[src/boot_sel_pkg.sv]
// Purpose: Shared constants and types for the boot mode selector
// Assumes: Word-addressed register port, 200 MHz system clock
// Notes:   Offsets are word addresses as the register port sees them
package boot_sel_pkg;

    // ------------------------------------------------------------
    // Register offsets
    // ------------------------------------------------------------
    localparam logic [15:0] EMULATION_BOOT_KEY_OFS      = 16'h0D00;
    localparam logic [15:0] EMU_SEL_OFS      = 16'h0D01;
    localparam logic [15:0] SCALE_OFS        = 16'h0D02;
    localparam logic [15:0] CALLBACK_OFS     = 16'h0D04;
    localparam logic [15:0] CLK_CFG_OFS      = 16'h0D10;
    localparam logic [15:0] STATUS_OFS       = 16'h0D11;

    // ------------------------------------------------------------
    // Field positions and reset values
    // ------------------------------------------------------------
    localparam int          SYSCLK_DIVIDER_SELECT_LSB       = 0;
    localparam int          PLLMUL_LSB       = 8;
    localparam logic [1:0]  SYSCLK_DIVIDER_SELECT_RESET     = 2'h0;
    localparam logic [1:0]  SYSCLK_DIVIDER_SELECT_BY_ONE    = 2'h3;
    localparam logic [3:0]  PLLMUL_RESET     = 4'h0;
    localparam logic [15:0] VALID_KEY        = 16'h55AA;
    localparam logic [15:0] KEY_RESET        = 16'h0000;
    localparam logic [15:0] SEL_RESET        = 16'h0000;
    localparam logic [31:0] WORD_RESET       = 32'h0000_0000;
    localparam int          SETTLE_CYCLES    = 2;

    // ------------------------------------------------------------
    // Boot scratch area, entry points
    // ------------------------------------------------------------
    localparam logic [21:0] SCRATCH_LO       = 22'h00_0002;
    localparam logic [21:0] SCRATCH_HI       = 22'h00_004E;
    localparam logic [21:0] RAM_ENTRY        = 22'h00_0000;
    localparam logic [21:0] FLASH_ENTRY      = 22'h3F_7FF6;
    localparam logic [21:0] OTP_ENTRY        = 22'h3D_7800;

    // ------------------------------------------------------------
    // Mode codes held in the selector words
    // ------------------------------------------------------------
    localparam logic [15:0] CODE_PARALLEL    = 16'h0000;
    localparam logic [15:0] CODE_UART        = 16'h0001;
    localparam logic [15:0] CODE_WAIT        = 16'h0002;
    localparam logic [15:0] CODE_GET         = 16'h0003;
    localparam logic [15:0] CODE_SPI         = 16'h0004;
    localparam logic [15:0] CODE_I2C         = 16'h0005;
    localparam logic [15:0] CODE_OTP         = 16'h0006;
    localparam logic [15:0] CODE_CAN         = 16'h0007;
    localparam logic [15:0] CODE_RAM         = 16'h000A;
    localparam logic [15:0] CODE_FLASH       = 16'h000B;

    typedef enum logic [3:0] {
        M_PARALLEL, M_UART, M_WAIT, M_GET, M_SPI,
        M_I2C, M_OTP, M_CAN, M_RAM, M_FLASH
    } boot_mode_t;

endpackage

[src/strap_sync.sv]
// Purpose: Two-stage synchroniser for asynchronous strap and pod pins
// Assumes: Inputs are quasi-static levels
// Notes:   First stage feeds only the second stage
`timescale 1ns/100ps
module strap_sync #(
    parameter int WIDTH = 3
) (
    input  wire logic             clk,   // System clock
    input  wire logic             rst,   // Async reset, active high
    input  wire logic [WIDTH-1:0] d,     // Asynchronous pins
    output logic      [WIDTH-1:0] q      // Synchronised levels
);

    logic [WIDTH-1:0] meta_q;

    always_ff @(posedge clk or posedge rst) begin
        if (rst) begin
            meta_q <= '0;
            q      <= '0;
        end else begin
            meta_q <= d;
            q      <= meta_q;
        end
    end

endmodule

[src/boot_mode_selector.sv]
// Purpose: Reset-time boot configuration and boot mode selection
// Assumes: Loaders and watchdog are outside; pins arrive asynchronously
// Notes:   Debugger reset restarts the flow but spares the PLL multiplier; the restart sets divider select to three
//
// Operation
// - Set native object mode before any branch
// - Low RAM block map always reads one
// - Keep PLL multiplier, divider select to three
// - Divider select resets to zero, exits three
// - Debugger reset spares multiplier; its restart sets divider select to three
// - Direct branches leave watchdog untouched
// - Loaders: watchdog off, then on and cleared
// - Bad loader key: watchdog on, boot flash
// - Illegal opcode before expansion: watchdog, loop
// - Strap pin pull-ups enabled from reset
// - Loaders enable pin pull-ups, leave enabled
// - Interrupt expansion block never enabled
// - Scratch RAM 0x0002-0x004E, no overlap check
// - Test reset selects emulation, else straps
// - Programmed option boots flash unless valid
// - Wait mode loops until debugger reset; emulator connect is only flagged
// - Emulation key gates selector, else wait
// - Emulation selector code decode, others wait
// - Stand-alone start writes key and code
// - Vector-area words act as plain RAM
// - Programmed selector decode, others flash
`timescale 1ns/100ps
module boot_mode_selector (
    input  wire logic        clk,                     // System clock, 200 MHz
    input  wire logic        rst,                     // Pin or power-on reset
    input  wire logic        dbg_reset,               // Debugger reset pulse
    input  wire logic        test_reset_pin,          // Pod test reset pin
    input  wire logic        boot_strap_high,         // First strap pin
    input  wire logic        boot_strap_low,          // Second strap pin
    input  wire logic [15:0] otp_key,                 // Stored key word
    input  wire logic [15:0] otp_boot_selector,       // Stored mode word
    input  wire logic        illegal_opcode_trap,     // Illegal fetch pulse
    input  wire logic        pie_enabled,             // Expansion block on
    input  wire logic        loader_done,             // Loader finished
    input  wire logic        loader_key_bad,          // Loader saw bad key
    input  wire logic [21:0] loader_entry,            // Loader entry address
    input  wire logic [15:0] reg_addr,                // Register word address
    input  wire logic [31:0] reg_wdata,               // Register write data
    input  wire logic        reg_we,                  // Write strobe
    input  wire logic        reg_re,                  // Read strobe
    output logic      [31:0] reg_rdata,               // Read data, next cycle
    output logic             object_compat_select,    // Native object mode
    output logic             addressing_style_select, // Addressing mode
    output logic             stack_page_zero_select,  // Page-zero mode
    output logic             low_ram_block_map,       // Low RAM mapping
    output logic      [1:0]  sysclk_divider_select,   // Clock divider field
    output logic      [3:0]  pll_multiplier_register, // PLL multiplier
    output logic             interrupt_expansion_en,  // Expansion block enable
    output logic             wd_enable,               // Watchdog enable
    output logic             wd_clear,                // Watchdog counter clear
    output logic             strap_pullup_en,         // Strap pin pull-ups
    output logic             loader_pullup_en,        // Loader pin pull-ups
    output logic             loader_start,            // Start loader pulse
    output logic      [3:0]  loader_mode,             // Loader chosen
    output logic             branch_valid,            // Branch pulse
    output logic      [21:0] branch_addr,             // Branch target
    output logic             boot_done                // Boot flow finished
);

    // ------------------------------------------------------------
    // Decoders
    // ------------------------------------------------------------
    function automatic boot_sel_pkg::boot_mode_t emu_decode(input logic [15:0] code);
        unique case (code)
            boot_sel_pkg::CODE_PARALLEL: emu_decode = boot_sel_pkg::M_PARALLEL;
            boot_sel_pkg::CODE_UART:     emu_decode = boot_sel_pkg::M_UART;
            boot_sel_pkg::CODE_GET:      emu_decode = boot_sel_pkg::M_GET;
            boot_sel_pkg::CODE_SPI:      emu_decode = boot_sel_pkg::M_SPI;
            boot_sel_pkg::CODE_I2C:      emu_decode = boot_sel_pkg::M_I2C;
            boot_sel_pkg::CODE_OTP:      emu_decode = boot_sel_pkg::M_OTP;
            boot_sel_pkg::CODE_RAM:      emu_decode = boot_sel_pkg::M_RAM;
            boot_sel_pkg::CODE_FLASH:    emu_decode = boot_sel_pkg::M_FLASH;
            default:                     emu_decode = boot_sel_pkg::M_WAIT;
        endcase
    endfunction

    function automatic boot_sel_pkg::boot_mode_t otp_decode(input logic [15:0] code);
        unique case (code)
            boot_sel_pkg::CODE_UART: otp_decode = boot_sel_pkg::M_UART;
            boot_sel_pkg::CODE_SPI:  otp_decode = boot_sel_pkg::M_SPI;
            boot_sel_pkg::CODE_I2C:  otp_decode = boot_sel_pkg::M_I2C;
            boot_sel_pkg::CODE_OTP:  otp_decode = boot_sel_pkg::M_OTP;
            boot_sel_pkg::CODE_CAN:  otp_decode = boot_sel_pkg::M_CAN;
            default:                 otp_decode = boot_sel_pkg::M_FLASH;
        endcase
    endfunction

    function automatic logic is_loader(input boot_sel_pkg::boot_mode_t m);
        is_loader = (m == boot_sel_pkg::M_PARALLEL) || (m == boot_sel_pkg::M_UART) ||
                    (m == boot_sel_pkg::M_SPI) || (m == boot_sel_pkg::M_I2C) ||
                    (m == boot_sel_pkg::M_CAN);
    endfunction

    // ------------------------------------------------------------
    // Pin synchronisation
    // ------------------------------------------------------------
    logic [2:0] pins_s;
    logic       trst_s;
    logic       strap_hi_s;
    logic       strap_lo_s;

    strap_sync #(
        .WIDTH (3)
    ) u_sync (
        .clk (clk),
        .rst (rst),
        .d   ({test_reset_pin, boot_strap_high, boot_strap_low}),
        .q   (pins_s)
    );

    assign trst_s     = pins_s[2];
    assign strap_hi_s = pins_s[1];
    assign strap_lo_s = pins_s[0];

    // ------------------------------------------------------------
    // Boot sequencer
    // ------------------------------------------------------------
    typedef enum logic [3:0] {
        S_SETTLE, S_CONFIG, S_SELECT, S_PROGRAMMED_MODE_OPTION, S_WD_OFF, S_LOAD,
        S_WD_ON, S_BRANCH, S_WAIT, S_TRAP, S_DONE
    } state_t;

    state_t                   state_q;
    boot_sel_pkg::boot_mode_t mode_q;
    logic [1:0]               settle_q;
    logic                     emu_boot_q;
    logic                     key_bad_q;
    logic                     emu_seen_q;
    logic [15:0]              emulation_boot_key_q;
    logic [15:0]              emu_sel_q;
    logic [31:0]              scale_q;
    logic [31:0]              callback_q;
    logic                     seed_emu;
    logic [15:0]              seed_code;

    always_ff @(posedge clk or posedge rst) begin
        if (rst) begin
            state_q <= S_SETTLE;
        end else if (dbg_reset) begin
            state_q <= S_SETTLE;
        end else if (illegal_opcode_trap && !pie_enabled) begin
            state_q <= S_TRAP;
        end else begin
            unique case (state_q)
                S_SETTLE:  if (settle_q == 2'(boot_sel_pkg::SETTLE_CYCLES)) begin
                    state_q <= S_CONFIG;
                end
                S_CONFIG:  state_q <= S_SELECT;
                S_SELECT:  begin
                    if (mode_q == boot_sel_pkg::M_GET) begin
                        state_q <= S_PROGRAMMED_MODE_OPTION;
                    end else if (mode_q == boot_sel_pkg::M_WAIT) begin
                        state_q <= S_WAIT;
                    end else if (is_loader(mode_q)) begin
                        state_q <= S_WD_OFF;
                    end else begin
                        state_q <= S_BRANCH;
                    end
                end
                S_PROGRAMMED_MODE_OPTION: state_q <= is_loader(mode_q) ? S_WD_OFF : S_BRANCH;
                S_WD_OFF:  state_q <= S_LOAD;
                S_LOAD:    begin
                    if (loader_key_bad) begin
                        state_q <= S_BRANCH;
                    end else if (loader_done) begin
                        state_q <= S_WD_ON;
                    end
                end
                S_WD_ON:   state_q <= S_BRANCH;
                S_BRANCH:  state_q <= S_DONE;
                S_WAIT:    state_q <= S_WAIT;
                S_TRAP:    state_q <= S_TRAP;
                S_DONE:    state_q <= S_DONE;
            endcase
        end
    end

    // Settle counter lets the synchroniser fill before the one sample
    always_ff @(posedge clk or posedge rst) begin
        if (rst) begin
            settle_q <= '0;
        end else if (dbg_reset) begin
            settle_q <= '0;
        end else if (state_q == S_SETTLE) begin
            settle_q <= settle_q + 2'h1;
        end
    end

    // Mode sampled once, then only narrowed by the programmed option
    always_ff @(posedge clk or posedge rst) begin
        if (rst) begin
            mode_q     <= boot_sel_pkg::M_WAIT;
            emu_boot_q <= 1'b0;
        end else if (state_q == S_CONFIG) begin
            emu_boot_q <= trst_s;
            if (trst_s) begin
                mode_q <= (emulation_boot_key_q == boot_sel_pkg::VALID_KEY) ?
                          emu_decode(emu_sel_q) : boot_sel_pkg::M_WAIT;
            end else begin
                unique case ({strap_hi_s, strap_lo_s})
                    2'b00: mode_q <= boot_sel_pkg::M_PARALLEL;
                    2'b01: mode_q <= boot_sel_pkg::M_UART;
                    2'b10: mode_q <= boot_sel_pkg::M_WAIT;
                    2'b11: mode_q <= boot_sel_pkg::M_GET;
                endcase
            end
        end else if (state_q == S_SELECT && mode_q == boot_sel_pkg::M_GET) begin
            mode_q <= (otp_key == boot_sel_pkg::VALID_KEY) ?
                      otp_decode(otp_boot_selector) : boot_sel_pkg::M_FLASH;
        end
    end

    always_ff @(posedge clk or posedge rst) begin
        if (rst) begin
            key_bad_q <= 1'b0;
        end else if (dbg_reset) begin
            key_bad_q <= 1'b0;
        end else if (state_q == S_LOAD && loader_key_bad) begin
            key_bad_q <= 1'b1;
        end
    end

    always_ff @(posedge clk or posedge rst) begin
        if (rst) begin
            emu_seen_q <= 1'b0;
        end else if (state_q == S_WAIT && trst_s) begin
            emu_seen_q <= 1'b1;
        end
    end

    // ------------------------------------------------------------
    // Native mode and clock setup
    // ------------------------------------------------------------
    always_ff @(posedge clk or posedge rst) begin
        if (rst) begin
            object_compat_select    <= 1'b0;
            addressing_style_select <= 1'b0;
            stack_page_zero_select  <= 1'b0;
        end else if (dbg_reset) begin
            object_compat_select    <= 1'b0;
        end else if (state_q == S_CONFIG) begin
            object_compat_select    <= 1'b1;
            addressing_style_select <= 1'b0;
            stack_page_zero_select  <= 1'b0;
        end
    end

    assign low_ram_block_map      = 1'b1;
    assign interrupt_expansion_en = 1'b0;

    // Pin or power-on reset loads these; debugger reset does not, but the restarted config sets divider select to three
    always_ff @(posedge clk or posedge rst) begin
        if (rst) begin
            sysclk_divider_select   <= boot_sel_pkg::SYSCLK_DIVIDER_SELECT_RESET;
            pll_multiplier_register <= boot_sel_pkg::PLLMUL_RESET;
        end else if (state_q == S_CONFIG && !dbg_reset) begin
            sysclk_divider_select   <= boot_sel_pkg::SYSCLK_DIVIDER_SELECT_BY_ONE;
        end else if (reg_we && reg_addr == boot_sel_pkg::CLK_CFG_OFS &&
                     state_q == S_DONE) begin
            sysclk_divider_select   <= reg_wdata[boot_sel_pkg::SYSCLK_DIVIDER_SELECT_LSB +: 2];
            pll_multiplier_register <= reg_wdata[boot_sel_pkg::PLLMUL_LSB +: 4];
        end
    end

    // ------------------------------------------------------------
    // Watchdog, pull-ups, loader and branch
    // ------------------------------------------------------------
    always_ff @(posedge clk or posedge rst) begin
        if (rst) begin
            wd_enable <= 1'b1;
            wd_clear  <= 1'b0;
        end else begin
            wd_clear <= 1'b0;
            if (state_q == S_TRAP) begin
                wd_enable <= 1'b1;
            end else if (state_q == S_WD_OFF) begin
                wd_enable <= 1'b0;
            end else if (state_q == S_WD_ON) begin
                wd_enable <= 1'b1;
                wd_clear  <= 1'b1;
            end else if (state_q == S_LOAD && loader_key_bad) begin
                wd_enable <= 1'b1;
            end
        end
    end

    assign strap_pullup_en = 1'b1;

    always_ff @(posedge clk or posedge rst) begin
        if (rst) begin
            loader_pullup_en <= 1'b0;
            loader_start     <= 1'b0;
            loader_mode      <= '0;
        end else begin
            loader_start <= 1'b0;
            if (state_q == S_WD_OFF) begin
                loader_pullup_en <= 1'b1;
                loader_start     <= 1'b1;
                loader_mode      <= mode_q;
            end
        end
    end

    // Direct branches never reach the watchdog states
    always_ff @(posedge clk or posedge rst) begin
        if (rst) begin
            branch_valid <= 1'b0;
            branch_addr  <= '0;
            boot_done    <= 1'b0;
        end else if (dbg_reset) begin
            branch_valid <= 1'b0;
            boot_done    <= 1'b0;
        end else begin
            branch_valid <= (state_q == S_BRANCH) && object_compat_select;
            if (state_q == S_BRANCH) begin
                boot_done <= 1'b1;
                if (key_bad_q) begin
                    branch_addr <= boot_sel_pkg::FLASH_ENTRY;
                end else begin
                    unique case (mode_q)
                        boot_sel_pkg::M_RAM:   branch_addr <= boot_sel_pkg::RAM_ENTRY;
                        boot_sel_pkg::M_OTP:   branch_addr <= boot_sel_pkg::OTP_ENTRY;
                        boot_sel_pkg::M_FLASH: branch_addr <= boot_sel_pkg::FLASH_ENTRY;
                        default:               branch_addr <= loader_entry;
                    endcase
                end
            end
        end
    end

    // ------------------------------------------------------------
    // Vector-area RAM words and own registers
    // ------------------------------------------------------------
    assign seed_emu  = (state_q == S_CONFIG) && !trst_s;
    always_comb begin
        unique case ({strap_hi_s, strap_lo_s})
            2'b00: seed_code = boot_sel_pkg::CODE_PARALLEL;
            2'b01: seed_code = boot_sel_pkg::CODE_UART;
            2'b10: seed_code = boot_sel_pkg::CODE_WAIT;
            2'b11: seed_code = boot_sel_pkg::CODE_GET;
        endcase
    end

    // Seeding wins over a software write in the same cycle
    always_ff @(posedge clk or posedge rst) begin
        if (rst) begin
            emulation_boot_key_q <= boot_sel_pkg::KEY_RESET;
            emu_sel_q <= boot_sel_pkg::SEL_RESET;
        end else if (seed_emu) begin
            emulation_boot_key_q <= boot_sel_pkg::VALID_KEY;
            emu_sel_q <= seed_code;
        end else if (reg_we) begin
            if (reg_addr == boot_sel_pkg::EMULATION_BOOT_KEY_OFS) begin
                emulation_boot_key_q <= reg_wdata[15:0];
            end
            if (reg_addr == boot_sel_pkg::EMU_SEL_OFS) begin
                emu_sel_q <= reg_wdata[15:0];
            end
        end
    end

    // Plain storage; nothing here feeds the expansion block
    always_ff @(posedge clk or posedge rst) begin
        if (rst) begin
            scale_q    <= boot_sel_pkg::WORD_RESET;
            callback_q <= boot_sel_pkg::WORD_RESET;
        end else if (reg_we) begin
            if (reg_addr == boot_sel_pkg::SCALE_OFS) begin
                scale_q <= reg_wdata;
            end
            if (reg_addr == boot_sel_pkg::CALLBACK_OFS) begin
                callback_q <= reg_wdata;
            end
        end
    end

    always_ff @(posedge clk or posedge rst) begin
        if (rst) begin
            reg_rdata <= '0;
        end else if (reg_re) begin
            unique case (reg_addr)
                boot_sel_pkg::EMULATION_BOOT_KEY_OFS:  reg_rdata <= {16'h0000, emulation_boot_key_q};
                boot_sel_pkg::EMU_SEL_OFS:  reg_rdata <= {16'h0000, emu_sel_q};
                boot_sel_pkg::SCALE_OFS:    reg_rdata <= scale_q;
                boot_sel_pkg::CALLBACK_OFS: reg_rdata <= callback_q;
                boot_sel_pkg::CLK_CFG_OFS:  reg_rdata <= {20'h0_0000, pll_multiplier_register,
                                                          6'h00, sysclk_divider_select};
                boot_sel_pkg::STATUS_OFS:   reg_rdata <= {16'h0000, 4'(state_q), 4'(mode_q),
                                                          emu_seen_q, key_bad_q, emu_boot_q,
                                                          wd_enable, low_ram_block_map,
                                                          stack_page_zero_select,
                                                          addressing_style_select,
                                                          object_compat_select};
                default:                    reg_rdata <= '0;
            endcase
        end else begin
            reg_rdata <= '0;
        end
    end

endmodule

[config.mk]
export PLATFORM = sky130hd
export DESIGN_NAME = boot_mode_selector
export DESIGN_NICKNAME = d
export VERILOG_FILES = /design/src/boot_sel_pkg.sv /design/src/strap_sync.sv /design/src/boot_mode_selector.sv
export SDC_FILE = /design/constraint.sdc
export NUM_CORES = 1
export LEC_CHECK = 0
export ABC_AREA = 1
export BUFFER_PORTS_ARGS = -buffer_cell sky130_fd_sc_hd__buf_2
export CELL_PAD_IN_SITES_DETAIL_PLACEMENT = 1
export CELL_PAD_IN_SITES_GLOBAL_PLACEMENT = 2
export CORE_MARGIN = 4
export CORE_UTILIZATION = 34
export DETAILED_ROUTE_END_ITERATION = 12
export MAX_ROUTING_LAYER = met4
export PLACE_DENSITY_LB_ADDON = 0.1
export SETUP_SLACK_MARGIN = 0.2
export SLEW_MARGIN = 5
export SYNTH_ARGS = -nofsm -noshare
export SYNTH_HDL_FRONTEND = slang
export SYNTH_SLANG_ARGS = --single-unit
export TNS_END_PERCENT = 30
[constraint.sdc]
create_clock -name clk -period 11.8 [get_ports clk]
set_clock_uncertainty 0.15 [all_clocks]
set_input_delay 0.59 -clock clk [delete_from_list [all_inputs] [get_ports clk]]
set_output_delay 0.59 -clock clk [all_outputs]
set_load 0.02 [all_outputs]
# After elaboration in Yosys (flattened, before gate mapping)
# Memories as Yosys holds them, arrays and structs flattened.
# Cells that the tools add are included.
# totals
in_bits,114
mem_count,1
mem_bits_ro,64
register_bits,186
elab_cells,150
# op_classes
n_eq_ne,38
bitwise_logic,2
add_sub_neg,1
muxes,46
n_reduce_logical,38
# mem_list
name,words,word_bits,rd,rd_ports_with_merged_regs,wr,line_no,text
(no name shown),16,4,1,0,0,boot_mode_selector.sv:69,unique case (code)
# op_table
cell,n
32-bit one-hot mux with 6 select lines,1
16-bit by 12-bit equality test with 1-bit output (second input constant),6
16-bit two-way mux,6
22-bit one-hot mux with 3 select lines,1
16-bit by 3-bit equality test with 1-bit output (second input constant),4
16-bit one-hot mux with 4 select lines,1
4-bit two-way mux,13
4-bit one-hot mux with 10 select lines,1
16-bit by 15-bit equality test with 1-bit output (second input constant),2
4-bit by 3-bit equality test with 1-bit output (second input constant),8
32-bit two-way mux,1
22-bit two-way mux,1
4-bit equality test (second input constant),5
4-bit one-hot mux with 5 select lines,1
2-bit nonzero test,9
16-bit by 1-bit equality test with 1-bit output (second input constant),1
4-bit by 2-bit equality test with 1-bit output (second input constant),4
4-bit one-hot mux with 4 select lines,1
1-bit two-way mux,14
2-bit AND reduction,7
12-bit zero test,1
2-bit two-way mux,5
1-bit logical AND,9
4-bit by 1-bit equality test with 1-bit output (second input constant),2
12 further kinds,21

# Longest topological paths before layout
# depth
word_depth,11
ltp_mapped,12
mapped_depth_nobuf,11

# Modules after synthesis
# Synthesis repeated with hierarchy kept, for this count alone.
# hier_totals
hier_cells,1107
area_unflattened_um2,8886.0
# modules_own_cells
module,area_each_um2,cells_each,n_inst
boot_mode_selector,8732.1,1100,1
strap_sync,153.9,7,1

# Least setup slack after synthesis
# Ideal clock, no wire load.
# synth_timing
path_type,input -> register
start,input port reg_addr[3]
end,register emu_sel_q[10]
t_required_ps,11524
stages,9
arrival_time_ps,1631
path_slack_ps,9893
path_cell_list,nor2_1 inv_1 nor2_2 nand3_1 nor2_1 nor2_2 buf_2 nand2_1 o21ai_0
# synth_between
elab_chain_len,3
# synth_lines
item,line_no,text
"start, declared",boot_mode_selector.sv:42,"input wire logic [15:0] reg_addr,"
16-bit by 12-bit equality test with 1-bit output,boot_mode_selector.sv:361,if (reg_addr == boot_sel_pkg::EMU_SEL_OFS) begin
2-bit nonzero test (no source line),n/a,
2-bit AND reduction (no source line),n/a,
"end signal, assigned",boot_mode_selector.sv:353,emu_sel_q <= boot_sel_pkg::SEL_RESET;
"end signal, assigned",boot_mode_selector.sv:356,emu_sel_q <= seed_code;
"end signal, assigned",boot_mode_selector.sv:362,emu_sel_q <= reg_wdata[15:0];
"end, declared",boot_mode_selector.sv:135,logic [15:0] emu_sel_q;
# Every way passes these cells.
# A chain may end at the register's enable or synchronous reset.

# Worst setup path after layout
# layout_timing
start,input port reg_addr[15]
end,register scale_q[5]
# layout_between
elab_chain_len,2
# layout_lines
item,line_no,text
16-bit by 12-bit equality test with 1-bit output,boot_mode_selector.sv:373,if (reg_addr == boot_sel_pkg::SCALE_OFS) begin
2-bit AND reduction (no source line),n/a,
"end signal, assigned",boot_mode_selector.sv:370,scale_q <= boot_sel_pkg::WORD_RESET;
"end signal, assigned",boot_mode_selector.sv:374,scale_q <= reg_wdata;
"end, declared",boot_mode_selector.sv:136,logic [31:0] scale_q;
# Every way passes these cells.

==> results.rst <==
.. list-table::
   :header-rows: 1

   * - Metric
     - Value
   * - Flop and latch count out of synthesis
     - ~190
   * - Design area
     - 0.0105 mm²
   * - Buffers on Ports
     - between 150 and 200
   * - Cell area after placement
     - about 0.01 mm²
   * - Data arrival time of the worst path
     - approximately 3300 ps
   * - Post-Route Setup TNS
     - 0 ps
   * - Required time at the worst-slack endpoint
     - roughly 12000 ps
   * - Outcome
     - finished, final reports clean
   * - Share of the yosys chip area belonging to registers
     - 0.533
   * - Min-Delay Path Class
     - input pin to flip-flop
   * - Switching power
     - between 500 and 600 µW
   * - Total GRT Usage
     - 0.206
   * - Top cells by area, synth
     - sky130_fd_sc_hd__dfrtp_1 (53%), sky130_fd_sc_hd__nand2_1 (12%), sky130_fd_sc_hd__nand3_1 (5.8%), sky130_fd_sc_hd__nor2_1 (5.5%), sky130_fd_sc_hd__inv_1 (5.2%)
   * - Number of standard-cell rows in the floorplan
     - slightly below 60
   * - Pin count of the biggest net entering global routing
     - between 100 and 150
   * - Fin. Hold Viols
     - 0
   * - Inserted Clock Buffers
     - 17
   * - Total via count after detailed routing
     - ~7800
   * - Maximum fanout count along the critical path
     - between 80 and 90
   * - Number of clock sinks
     - around 190
   * - Residual overflow from global routing
     - 0
   * - Number of iterations in the first detailed-routing pass
     - 4
   * - Die area
     - 0.0283 mm²
   * - Library cell occupying the most area in the post-synthesis netlist
     - sky130_fd_sc_hd__dfrtp_1
   * - Gate count of the mapped netlist
     - ~1100
   * - Number of global-route vias before repair
     - 8161
   * - Die Height
     - roughly 170 µm
   * - WL per Instance
     - roughly 18 µm
   * - Antenna violations before repair
     - 3
   * - Relative area change from synthesis to final layout
     - 20.1%
   * - IO Count
     - 190
   * - Clock root buffer
     - sky130_fd_sc_hd__clkbuf_16
   * - Placer congestion estimate
     - 0.834
   * - Count of buffers added by post-CTS timing repair for setup
     - 0
   * - Final routed wirelength across all metal layers
     - approximately 28000 µm
   * - Portion of total power attributed to combinational logic
     - 0.180
   * - Number of warnings printed during yosys synthesis
     - 0
   * - Share of the synthesized area in the top cell type
     - 0.527
   * - Count of final max-slew check failures
     - 0
   * - Number of violations reported at the end of detailed-routing iteration 0
     - between 500 and 600
   * - Unrepaired setup endpoints after global routing
     - false
   * - Starting density of the core
     - 0.346
   * - Latest clock arrival within the worst-skew pair
     - between 400 and 500 ps
   * - Number of failing setup endpoints in the final timing report
     - 0
   * - Pin slew with the least headroom to its limit
     - 1150 ps
   * - Launching element type of the critical path
     - input pin
   * - Hold buffers post-CTS
     - 0
   * - Leakage power
     - ~5.5 nW
   * - Global-route wire length before repair
     - 44900 µm
   * - Design internal power
     - between 1 and 1.5 mW
   * - Total power
     - roughly 1.7 mW
   * - Utilization after layout
     - 0.416
   * - Fill count
     - 3164
   * - Post-route DRC
     - 0
   * - Worst vdd rail ir drop
     - 0.0685 mV
   * - Final Cycle Share
     - 0.265
   * - Via-to-Cell Ratio
     - approximately 4.9
   * - Clock-pin transition on the worst setup and hold timing paths
     - roughly 80 ps
   * - Die Span X
     - 168 µm
   * - Clock tree from TritonCTS
     - built
   * - Power density over cell area
     - between 150 and 200 mW/mm²
   * - Number of distinct library cells after synthesis
     - 40
   * - Area of the placeable core
     - ~0.025 mm²
   * - Mean Syn Cell Area
     - just over 8 µm²
   * - Sw Share
     - 0.339
   * - Number of antenna-violating nets in the routed design
     - 0
   * - Share of final-layout standard cells stronger than drive strength 1
     - 0.204
   * - Post-detailed-placement half-perimeter wirelength
     - around 20000 µm
   * - Post-layout nets
     - 1364
   * - Number of buffers between clock root and the deepest sink
     - 2
   * - Worst Hold Slack
     - ~110 ps
   * - Achievable Freq
     - 320 MHz
   * - Clock period minus worst slack
     - 3120 ps
   * - Sequential share of power
     - 0.468
   * - Synth Cell Area
     - between 0.008 and 0.009 mm²
   * - Critical path start-end classification
     - input pin to flip-flop
   * - CP Capture Type
     - flip-flop
   * - Relative slew slack
     - 0.233
   * - Maximum capacitance violations
     - 0
   * - Post_cts resized
     - 0
   * - Number of H-tree branching levels
     - 4
   * - Share of total power in the clock network
     - 0.351
path summary, 6_finish.rpt:
check	startpoint	to	slack, ps	cells past startpoint
setup / recovery	reg_addr[15]	scale_q[5]	8680	9
max in group asynchronous	rst	loader_mode[0]	9940	3
min in group asynchronous	rst	emulation_boot_key_q[5]	130	2
hold reg to reg	u_sync.meta_q[0]	u_sync.q[0]	200	0
setup reg to reg	state_q[1]	emulation_boot_key_q[11]	9210	10
hold / removal	test_reset_pin	u_sync.meta_q[2]	110	1
sequential cells by signal, summed over array words and instances (netlist names):
register                 count
boot_done                    1
branch_addr                 22
branch_valid                 1
callback_q                  32
emu_boot_q                   1
emu_seen_q                   1
emu_sel_q                   16
emulation_boot_key_q        16
key_bad_q                    1
loader_mode                  4
loader_pullup_en             1
loader_start                 1
mode_q                       4
object_compat_select         1
pll_multiplier_register      4
reg_rdata                   32
scale_q                     32
settle_q                     2
state_q                      4
sysclk_divider_select        2
u_sync.meta_q                3
u_sync.q                     3
wd_clear                     1
wd_enable                    1
power groups by stage:
| stage | sequential (mW) | clock [mW] | combinational [mW] |
|---|---|---|---|
| 2_1_floorplan | 0.785 | 0 | 0.195 |
| 3_3_place_gp | 0.801 | 0 | 0.302 |
| 3_5_place_dp | 0.801 | 0 | 0.310 |
| 4_1_cts | 0.790 | 0.606 | 0.311 |
| 5_1_grt | 0.801 | 0.636 | 0.350 |
| 6_report | 0.789 | 0.592 | 0.304 |
synth_stat cells, drive strengths merged:
cell	number
clkinv	3
a31o	1
o31ai	1
conb	2
buf	28
dfrtp	184
dfstp	2
o211ai	1
a311oi	1
nand2	280
nand3b	1
nor2	136
o21ai	111
inv	128
a22oi	1
a2bb2oi	19
clkbuf	19
nor3	6
a211oi	1
a31oi	2
and2	2
ha	1
a21oi	20
or2	1
nand4	31
nand3	103
o21a	1
metrics by stage:
step,setup slack [ps],instances
6_report,8680,1595
5_1_grt,8230,1595
4_1_cts,8630,1592
3_5_place_dp,8160,1560
3_3_place_gp,8310,1560
2_1_floorplan,6010,1089
final cells by class:
class,count,area [µm²],area share
diodes,3,7.51,0.000715
inverters,131,499,0.0476
well taps,330,413,0.0393
flip-flops and latches,186,4660,0.444
multi-input cells,725,3360,0.320
repair buffers,188,951,0.0906
clock inverters,14,179,0.0171
clock buffers,18,429,0.0409
layer usage:
metal / wire (µm) / GRT usage / share of wire
met3: 1470 / 0.0409 / 0.053
met4: 222 / 0.0374 / 0.0080
met2: 13200 / 0.330 / 0.47
met5: 0 / - / 0
met1: 13000 / 0.276 / 0.47
worst max-delay path, cell delays in order:
cell and delay (ps):
sky130_fd_sc_hd__buf_2 100, sky130_fd_sc_hd__nor2_1 90, sky130_fd_sc_hd__nand2_1 90, sky130_fd_sc_hd__nor2_4 100
sky130_fd_sc_hd__buf_4 670, sky130_fd_sc_hd__nand2_1 180, sky130_fd_sc_hd__inv_2 320, sky130_fd_sc_hd__nand2_2 690
sky130_fd_sc_hd__o21ai_0 410
kinds of logic (layout without fill, tap and decap cells):
kind of cell / Yosys count / after routing / synth area share
simple gates: 560 / 560 / 0.275
flops: 186 / 186 / 0.533
buf+inv: 178 / 351 / 0.0842
compound gates: 159 / 159 / 0.105
other cells: 2 / 8 / 0.000860
fa+ha+maj: 1 / 1 / 0.00143
cell usage in the layout (no fill, tap or decap), types with 4 or more instances in the layout:
| master | n |
|---|---|
| sky130_fd_sc_hd__o21ai_1 | 25 |
| sky130_fd_sc_hd__nor3_1 | 4 |
| sky130_fd_sc_hd__nand3_1 | 101 |
| sky130_fd_sc_hd__o21ai_2 | 9 |
| sky130_fd_sc_hd__inv_1 | 119 |
| sky130_fd_sc_hd__nor2_1 | 127 |
| sky130_fd_sc_hd__conb_1 | 5 |
| sky130_fd_sc_hd__o21ai_0 | 77 |
| sky130_fd_sc_hd__dfrtp_1 | 184 |
| sky130_fd_sc_hd__nor2_4 | 4 |
| sky130_fd_sc_hd__nand2_1 | 277 |
| sky130_fd_sc_hd__buf_2 | 184 |
| sky130_fd_sc_hd__a2bb2oi_1 | 19 |
| sky130_fd_sc_hd__buf_4 | 4 |
| sky130_fd_sc_hd__a21oi_1 | 20 |
| sky130_fd_sc_hd__nor2_2 | 5 |
| sky130_fd_sc_hd__nand4_1 | 31 |
| sky130_fd_sc_hd__clkbuf_16 | 17 |
| sky130_fd_sc_hd__inv_8 | 7 |
| sky130_fd_sc_hd__inv_2 | 8 |
No activity file was read; power rests on OpenSTA's default activity.
